File: src/dmsr_pkg.sv
// constants for the drive monitor status register bank
package dmsr_pkg;
   localparam int DW = 16;
   localparam int AW = 16;
   // register numbers
   localparam logic [15:0] REG_RUN_STATE   = 16'h0020;
   localparam logic [15:0] REG_TRIP_CAUSE  = 16'h0021;
   localparam logic [15:0] REG_LINK_STATE  = 16'h0022;
   localparam logic [15:0] REG_FREQ_REF    = 16'h0023;
   localparam logic [15:0] REG_OUT_FREQ    = 16'h0024;
   localparam logic [15:0] REG_OUT_VOLT    = 16'h0025;
   localparam logic [15:0] REG_OUT_CURR    = 16'h0026;
   localparam logic [15:0] REG_OUT_POWER   = 16'h0027;
   localparam logic [15:0] REG_TORQUE_REF  = 16'h0028;
   localparam logic [15:0] REG_SPARE_A     = 16'h0029;
   localparam logic [15:0] REG_SPARE_B     = 16'h002a;
   // run state bits
   localparam int RS_RUN      = 0;
   localparam int RS_REV      = 1;
   localparam int RS_READY    = 2;
   localparam int RS_FAULT    = 3;
   localparam int RS_SETERR   = 4;
   localparam int RS_DOUT1    = 5;
   localparam int RS_DOUT2    = 6;
   // trip cause bits
   localparam int TC_CURR     = 0;
   localparam int TC_OVOLT    = 1;
   localparam int TC_DRV_OL   = 2;
   localparam int TC_HEAT     = 3;
   localparam int TC_FUSE     = 5;
   localparam int TC_PIFB     = 6;
   localparam int TC_EXT      = 7;
   localparam int TC_HW       = 8;
   localparam int TC_MOT_OL   = 9;
   localparam int TC_SPEED    = 10;
   localparam int TC_UV_ALM   = 11;
   localparam int TC_UV_TRIP  = 12;
   localparam int TC_PHASE    = 13;
   localparam int TC_COMM     = 14;
   localparam int TC_KEYPAD   = 15;
   // link state bits
   localparam int LS_WRITING  = 0;
   localparam int LS_LIMIT    = 3;
   localparam int LS_INTEG    = 4;
   localparam logic [15:0] ZERO_WORD = 16'h0000;
endpackage

File: src/dmsr_top.sv
// read-only monitor register bank of a motor drive
// Functional notes
// - every monitor word is read-only; writes change nothing and are refused
// - status bit 0 shows running, bit 1 shows reverse rotation
// - status bit 2 startup done, bit 3 fault present, bit 4 setting error
// - status bits 5 and 6 mirror digital outputs 1 and 2
// - fault bits 0..3: overcurrent/ground, overvoltage, drive overload, overheat; bit 4 zero
// - fault bit 5 fuse blown, bit 6 PI feedback loss, bit 7 external error
// - fault bit 8 hardware error, bit 9 motor overload or overtorque
// - fault bit 10 encoder wire break, overspeed or speed deviation
// - fault bit 11 undervoltage alarm, bit 12 undervoltage trip or supply faults
// - fault bit 13 phase loss, bit 14 comm error, bit 15 keypad detached
// - link bit 0 writing, bit 3 limit error, bit 4 integrity error
`timescale 1ns/1ps
module dmsr_top (
   // clock and control
   input  wire logic        clk,
   input  wire logic        rst,
   input  wire logic        ce,
   // register access from the link controller
   input  wire logic        rd_req,
   input  wire logic        wr_req,
   input  wire logic [15:0] reg_addr,
   output logic      [15:0] rd_data,
   output logic             rd_valid,
   output logic             acc_err,
   // drive state levels, asynchronous
   input  wire logic        motor_running,
   input  wire logic        motor_reverse,
   input  wire logic        startup_done,
   input  wire logic        fault_active,
   input  wire logic        data_set_error,
   input  wire logic        dout1_on,
   input  wire logic        dout2_on,
   // trip sources, asynchronous
   input  wire logic        current_excess_trip,
   input  wire logic        ground_leak_trip,
   input  wire logic        dc_bus_high_voltage_trip,
   input  wire logic        drive_overload_trip,
   input  wire logic        drive_heat_trip_a,
   input  wire logic        drive_heat_trip_b,
   input  wire logic        fuse_blown_trip,
   input  wire logic        pi_feedback_loss,
   input  wire logic        external_trip,
   input  wire logic        comm_external_trip,
   input  wire logic        hardware_trip,
   input  wire logic        motor_overload_trip,
   input  wire logic        torque_excess_trip,
   input  wire logic        encoder_wire_break,
   input  wire logic        speed_excess_trip,
   input  wire logic        speed_mismatch_trip,
   input  wire logic        bus_low_voltage_alarm,
   input  wire logic        bus_low_voltage_trip,
   input  wire logic        control_supply_trip,
   input  wire logic        inrush_circuit_trip,
   input  wire logic        power_loss_trip,
   input  wire logic        output_phase_loss,
   input  wire logic        modbus_comm_error,
   input  wire logic        keypad_detached,
   // link write state, same clock
   input  wire logic        link_writing,
   input  wire logic        link_limit_error,
   input  wire logic        link_integrity_error,
   // panel monitor values, same clock
   input  wire logic [15:0] freq_ref_monitor,
   input  wire logic [15:0] output_freq_monitor,
   input  wire logic [15:0] output_voltage_monitor,
   input  wire logic [15:0] output_current_monitor,
   input  wire logic [15:0] output_power_monitor,
   input  wire logic [15:0] torque_ref_monitor
);
   localparam int NPIN = 31;

   typedef struct packed {
      logic [15:0] rd_data;
      logic        rd_valid;
      logic        acc_err;
   } dmsr_top_t;

   dmsr_top_t   st_r;
   dmsr_top_t   st_nxt;
   logic [NPIN-1:0] pin_raw;
   logic [NPIN-1:0] pin_s;
   logic [15:0] run_word;
   logic [15:0] trip_word;
   logic [15:0] link_word;
   logic [15:0] mux_data;
   logic        mux_hit;

   // pins cross into the clock domain before anyone reads them
   assign pin_raw = {motor_running, motor_reverse, startup_done, fault_active,
                     data_set_error, dout1_on, dout2_on,
                     current_excess_trip, ground_leak_trip, dc_bus_high_voltage_trip,
                     drive_overload_trip, drive_heat_trip_a, drive_heat_trip_b,
                     fuse_blown_trip, pi_feedback_loss, external_trip, comm_external_trip,
                     hardware_trip, motor_overload_trip, torque_excess_trip,
                     encoder_wire_break, speed_excess_trip, speed_mismatch_trip,
                     bus_low_voltage_alarm, bus_low_voltage_trip, control_supply_trip,
                     inrush_circuit_trip, power_loss_trip, output_phase_loss,
                     modbus_comm_error, keypad_detached};

   dmsr_sync #(.W(NPIN)) u_sync (
      .clk (clk),
      .rst (rst),
      .ce  (ce),
      .d   (pin_raw),
      .q   (pin_s)
   );

   // synced indices follow the concatenation order above
   always_comb begin
      run_word = dmsr_pkg::ZERO_WORD;
      run_word[dmsr_pkg::RS_RUN]    = pin_s[30];
      run_word[dmsr_pkg::RS_REV]    = pin_s[29];
      run_word[dmsr_pkg::RS_READY]  = pin_s[28];
      run_word[dmsr_pkg::RS_FAULT]  = pin_s[27];
      run_word[dmsr_pkg::RS_SETERR] = pin_s[26];
      run_word[dmsr_pkg::RS_DOUT1]  = pin_s[25];
      run_word[dmsr_pkg::RS_DOUT2]  = pin_s[24];
   end

   always_comb begin
      trip_word = dmsr_pkg::ZERO_WORD;
      trip_word[dmsr_pkg::TC_CURR]    = pin_s[23] | pin_s[22];
      trip_word[dmsr_pkg::TC_OVOLT]   = pin_s[21];
      trip_word[dmsr_pkg::TC_DRV_OL]  = pin_s[20];
      trip_word[dmsr_pkg::TC_HEAT]    = pin_s[19] | pin_s[18];
      trip_word[dmsr_pkg::TC_FUSE]    = pin_s[17];
      trip_word[dmsr_pkg::TC_PIFB]    = pin_s[16];
      trip_word[dmsr_pkg::TC_EXT]     = pin_s[15] | pin_s[14];
      trip_word[dmsr_pkg::TC_HW]      = pin_s[13];
      trip_word[dmsr_pkg::TC_MOT_OL]  = pin_s[12] | pin_s[11];
      trip_word[dmsr_pkg::TC_SPEED]   = pin_s[10] | pin_s[9] | pin_s[8];
      trip_word[dmsr_pkg::TC_UV_ALM]  = pin_s[7];
      trip_word[dmsr_pkg::TC_UV_TRIP] = pin_s[6] | pin_s[5] | pin_s[4] | pin_s[3];
      trip_word[dmsr_pkg::TC_PHASE]   = pin_s[2];
      trip_word[dmsr_pkg::TC_COMM]    = pin_s[1];
      trip_word[dmsr_pkg::TC_KEYPAD]  = pin_s[0];
   end

   always_comb begin
      link_word = dmsr_pkg::ZERO_WORD;
      link_word[dmsr_pkg::LS_WRITING] = link_writing;
      link_word[dmsr_pkg::LS_LIMIT]   = link_limit_error;
      link_word[dmsr_pkg::LS_INTEG]   = link_integrity_error;
   end

   dmsr_word_mux u_mux (
      .addr       (reg_addr),
      .run_state  (run_word),
      .trip_cause (trip_word),
      .link_state (link_word),
      .freq_ref   (freq_ref_monitor),
      .out_freq   (output_freq_monitor),
      .out_volt   (output_voltage_monitor),
      .out_curr   (output_current_monitor),
      .out_power  (output_power_monitor),
      .torque_ref (torque_ref_monitor),
      .data       (mux_data),
      .hit        (mux_hit)
   );

   // one answer a cycle after each request taken while ce is high; with ce low the answer holds; a write only earns an error
   always_comb begin
      st_nxt = st_r;
      if (ce) begin
         st_nxt.rd_valid = 1'b0;
         st_nxt.acc_err  = 1'b0;
         if (wr_req) begin
            st_nxt.acc_err = 1'b1;
            st_nxt.rd_data = dmsr_pkg::ZERO_WORD;
         end else if (rd_req) begin
            st_nxt.rd_valid = mux_hit;
            st_nxt.acc_err  = ~mux_hit;
            st_nxt.rd_data  = mux_hit ? mux_data : dmsr_pkg::ZERO_WORD;
         end
      end
   end

   always_ff @(posedge clk) begin
      if (rst) begin
         st_r <= '0;
      end else begin
         st_r <= st_nxt;
      end
   end

   assign rd_data  = st_r.rd_data;
   assign rd_valid = st_r.rd_valid;
   assign acc_err  = st_r.acc_err;
endmodule

File: src/dmsr_sync.sv
// two-stage synchroniser for a bus of pin levels
`timescale 1ns/1ps
module dmsr_sync #(
   parameter int W = 1
) (
   // clock
   input  wire logic         clk,
   input  wire logic         rst,
   input  wire logic         ce,
   // levels
   input  wire logic [W-1:0] d,
   output logic      [W-1:0] q
);
   typedef struct packed {
      logic [W-1:0] s1;
      logic [W-1:0] s2;
   } dmsr_sync_t;
   dmsr_sync_t st_r;
   dmsr_sync_t st_nxt;
   always_comb begin
      st_nxt = st_r;
      if (ce) begin
         st_nxt.s1 = d;
         st_nxt.s2 = st_r.s1;
      end
   end
   always_ff @(posedge clk) begin
      if (rst) begin
         st_r <= '0;
      end else begin
         st_r <= st_nxt;
      end
   end
   assign q = st_r.s2;
endmodule

File: src/dmsr_word_mux.sv
// read data selector for the monitor words
`timescale 1ns/1ps
module dmsr_word_mux (
   // request
   input  wire logic [15:0] addr,
   // word sources
   input  wire logic [15:0] run_state,
   input  wire logic [15:0] trip_cause,
   input  wire logic [15:0] link_state,
   input  wire logic [15:0] freq_ref,
   input  wire logic [15:0] out_freq,
   input  wire logic [15:0] out_volt,
   input  wire logic [15:0] out_curr,
   input  wire logic [15:0] out_power,
   input  wire logic [15:0] torque_ref,
   // result
   output logic      [15:0] data,
   output logic             hit
);
   always_comb begin
      data = dmsr_pkg::ZERO_WORD;
      hit  = 1'b1;
      unique case (addr)
         dmsr_pkg::REG_RUN_STATE:  data = run_state;
         dmsr_pkg::REG_TRIP_CAUSE: data = trip_cause;
         dmsr_pkg::REG_LINK_STATE: data = link_state;
         dmsr_pkg::REG_FREQ_REF:   data = freq_ref;
         dmsr_pkg::REG_OUT_FREQ:   data = out_freq;
         dmsr_pkg::REG_OUT_VOLT:   data = out_volt;
         dmsr_pkg::REG_OUT_CURR:   data = out_curr;
         dmsr_pkg::REG_OUT_POWER:  data = out_power;
         dmsr_pkg::REG_TORQUE_REF: data = torque_ref;
         dmsr_pkg::REG_SPARE_A:    data = dmsr_pkg::ZERO_WORD;
         dmsr_pkg::REG_SPARE_B:    data = dmsr_pkg::ZERO_WORD;
         default:                  hit  = 1'b0;
      endcase
   end
endmodule

File: config.mk
export PLATFORM = sky130hd
export DESIGN_NAME = dmsr_top
export DESIGN_NICKNAME = d
export VERILOG_FILES = /design/src/dmsr_pkg.sv /design/src/dmsr_top.sv /design/src/dmsr_sync.sv /design/src/dmsr_word_mux.sv
export SDC_FILE = /design/constraint.sdc
export NUM_CORES = 1
export LEC_CHECK = 0
export BUFFER_PORTS_ARGS = -buffer_cell sky130_fd_sc_hd__buf_2
export CAP_MARGIN = 20
export CORE_MARGIN = 2
export CORE_UTILIZATION = 49
export CTS_BUF_LIST = sky130_fd_sc_hd__clkbuf_4 sky130_fd_sc_hd__clkbuf_8
export DETAILED_ROUTE_END_ITERATION = 12
export PLACE_DENSITY = 0.82
export SLEW_MARGIN = 20
export SYNTH_ARGS = -nofsm -noshare
export SYNTH_HDL_FRONTEND = slang
export SYNTH_SLANG_ARGS = --single-unit
export TNS_END_PERCENT = 20
File: constraint.sdc
create_clock -name clk -period 1.9 [get_ports clk]
set_input_delay 0.19 -clock clk [delete_from_list [all_inputs] [get_ports clk]]
set_output_delay 0.19 -clock clk [all_outputs]
set_load 0.01 [all_outputs]
==> metrics.md <==
| Metric | Value |
|---|---|
| Mapped Avg Cell Area | 9.86 um2 |
| Tcrit/Tclk final | 84.4% |
| Post-Route WL | 11300 um |
| Aggregate negative setup slack | 0 ns |
| ANT cells | 0 |
| Adder-cell share of the synthesized area | 0% |
| Fin Hold WS | 0.0673 ns |
| Synth Flop Type | dfxtp_1 |
| Final net count | 706 |
| CTS Root Cell | clkbuf_8 |
| Setup violators final | 0 |
| Post-CTS Setup Repair Bufs | 0 |
| Worst IR Drop VDD | 0.455 mV |
| Post-CTS sizing | 0 |
| Status | finished clean |
| HP Class | in -> reg |
| Compound-Gate Fraction of Synth Area | 13.4% |
| Worst Skew | 0.00948 ns |
| CP endpoint kind | flip-flop |
| Routed vias/inst | 5.48 |
| DP Area | 4810 um2 |
| Die Y-Extent | 92.9 um |
| Reg-to-Reg Start | u_sync.q[3]$_SDFFE_PP0P_ |
| RSZ-0062 raised after global routing | no |
| Pre-CTS WS | 0.0893 ns |
| Minimum clock period | 1.60 ns |
| Synth Area in XOR/XNOR | 0% |
| Total grt overflow | 0 |
| Simple-gate share of the synthesized area | 16.5% |
| Worst EP arrival | 1.85 ns |
| Clk buf depth | 2 |
| Hold-fix buffers, CTS | 0 |
| CTS tree | built |
| Count leader, synth | dfxtp_1 |
| CTS sink cnt | 80 |
| Total power | 3.49 mW |
| Post-route cell area | 4990 um2 |
| Largest family of logic cells by synthesized area | multiplexers |
| Area delta synth->final | 28.9% |
| Min-Delay Startpoint | hardware_trip |
| Syn nets | 544 |
| Overall Global Routing Usage | 26.0% |
| Max Cap Violations | 0 |
| Post-synth EDFFs | 0 |
| Hpwl dp | 8790 um |
| Drt wl/cell | 17.0 um |
| Worst skew pair latency | 0.35 ns |
| Pwr dens | 700 nW/um2 |
| H-tree depth | 3 |
| Largest net degree at the start of global routing | 65 |
| DRC Markers | 0 |
| Crit Path Max Fanout | 2 |
| Post-synthesis mux area share | 24.0% |
| Max_slew headroom | 57.8% |
| Commonest cells post-synth | dfxtp_1 (80), nor2_1 (68), mux2i_1 (67), nand2_1 (27), clkbuf_1 (13) |
| FF+latch area | 1600 um2 |
| Synth area leaders | dfxtp_1 (41%), mux2i_1 (17%), nor2_1 (6.6%) |
| Vias post-DR | 3629 |
| Initial antenna violation count | 0 |
| Area of the core | 7690 um2 |
| Post-Synthesis Cells | 393 |
| Share of cells above drive strength 1 | 40.0% |
| Yosys cell types | 48 |
| R2R cell count | 5 |
| Synth Cell Area | 3870 um2 |
| Yosys top cell by area | dfxtp_1 |
| DRT Pass-1 Iters | 9 |
| FILL cells | 661 |
| Die ar. | 8630 um2 |
| Startpoint types | flip-flop |
| RD Place Congestion | 0.894 |
| Hold Path Depth | 3 |
| Setup ws final | 0.296 ns |
| Critical path class | reg -> reg |
| Clock buffer count from CTS | 9 |
| Fmax | 0.624 GHz |
| R2r endpoint | rd_data[12]$_SDFFE_PP0P_ |
| Standard-cell rows | 32 |
| Pins Over Slew Limit | 0 |
| Top cell type's share of synthesized area | 41.3% |
| Clock transition at the registers of the reported paths | 0.09 ns |
| Post-route ant nets | 0 |
| #FFs+latches synth | 80 |
| CP required | 2.15 ns |
| Sequential share of the synthesized area | 41.3% |
| Global-route wire length before repair | 17500 um |
| IO Port Bufs | 168 |
| Initial core utilization | 50.4% |
| WHS Endpoint | u_sync.st_r[44]$_SDFFE_PP0P_ |
| Leak pwr | 2.32 nW |
| Ports | 169 |
| Synth async-reset ratio | 0% |
| Final hold vios | 0 |
| Starting DRT DRC Count | 246 |
| Die width | 92.9 um |
| Yosys warns | 0 |
| Multi-input logic area | 2090 um2 |
| Vias in the first global route | 3519 |
| Worst Max-Slew Pin Slew | 0.633 ns |
| Reg2reg setup slack | 0.30 ns |
## worst max-delay path by stage
stage,start,cells after the start,endpoint
floorplan,reg_addr[0],6,rd_data[2]$_SDFFE_PP0P_
global placement,reg_addr[0],7,rd_data[5]$_SDFFE_PP0P_
detailed placement,reg_addr[0],7,rd_data[2]$_SDFFE_PP0P_
CTS,u_sync.q[3]$_SDFFE_PP0P_,5,rd_data[12]$_SDFFE_PP0P_
global route,u_sync.q[3]$_SDFFE_PP0P_,5,rd_data[12]$_SDFFE_PP0P_
finish,u_sync.q[3]$_SDFFE_PP0P_,5,rd_data[12]$_SDFFE_PP0P_
## layout by cell type, fill, tap and decap left out, drive strengths merged, types with 2 or more instances in the layout
| cell | n |
|---|---|
| mux2 | 5 |
| a22oi | 9 |
| o21ai | 18 |
| mux4 | 9 |
| inv | 4 |
| nor2b | 4 |
| a21oi | 5 |
| nor4b | 4 |
| a21boi | 4 |
| nand2b | 2 |
| mux2i | 67 |
| a32oi | 2 |
| nand4 | 2 |
| o2111ai | 3 |
| nor2 | 69 |
| a31oi | 3 |
| buf | 184 |
| a21o | 2 |
| nand3b | 4 |
| nand3 | 5 |
| dfxtp | 80 |
| clkinv | 2 |
| clkbuf | 9 |
| nor4 | 5 |
| a222oi | 9 |
| o22ai | 2 |
| nand2 | 27 |
| a211oi | 3 |
| a22o | 3 |
| a32o | 3 |
## routing by layer
metal	vias to the layer above	global-route usage [%]	part of all wire (%)	wire length (um)
met5	-	0	0	0
met4	0	10.4	1.9	216
met3	17	4.39	6.9	773
met2	157	42.8	47	5340
met1	1683	33.9	44	4940
li1	1772	-	-	-
## power breakdown
group / switching, mW / internal [mW]
logic: 0.255 / 0.283
registers: 0.0376 / 1.74
clock network: 0.677 / 0.502
total: 0.970 / 2.52
## state kept, by name, indices dropped and copies added, names as in the netlist
register and flops:
u_sync.q 31, u_sync.st_r 31, rd_data 16, acc_err 1, rd_valid 1
## cell type report
class / instances / area share, %
tap: 102 / 2.56
timing repair buffer: 184 / 19.8
multi-input combinational: 280 / 41.9
clock buffer: 9 / 2.48
sequential: 80 / 32.1
clock inverter: 7 / 1.23
## per-stage QoR
step                util (%)  cells
floorplan                  -    393
global placement        62.5    646
detailed placement      62.5    646
CTS                     64.9    662
global route            64.9    662
finish                  64.9    662
## worst max-delay path: stages, from the launching register on
cell and delay (ns):
dfxtp_1 0.32, or4_1 0.52, a222oi_1 0.39, nor2_1 0.08, a21oi_1 0.13, o21ai_1 0.07
## cell families after synthesis
logic type	Yosys count
muxes	81
buffers and inverters	33
AOI/OAI and AO/OA	71
and+or+nand+nor	128
DFF	80
No activity file was read; power rests on OpenSTA's default activity.
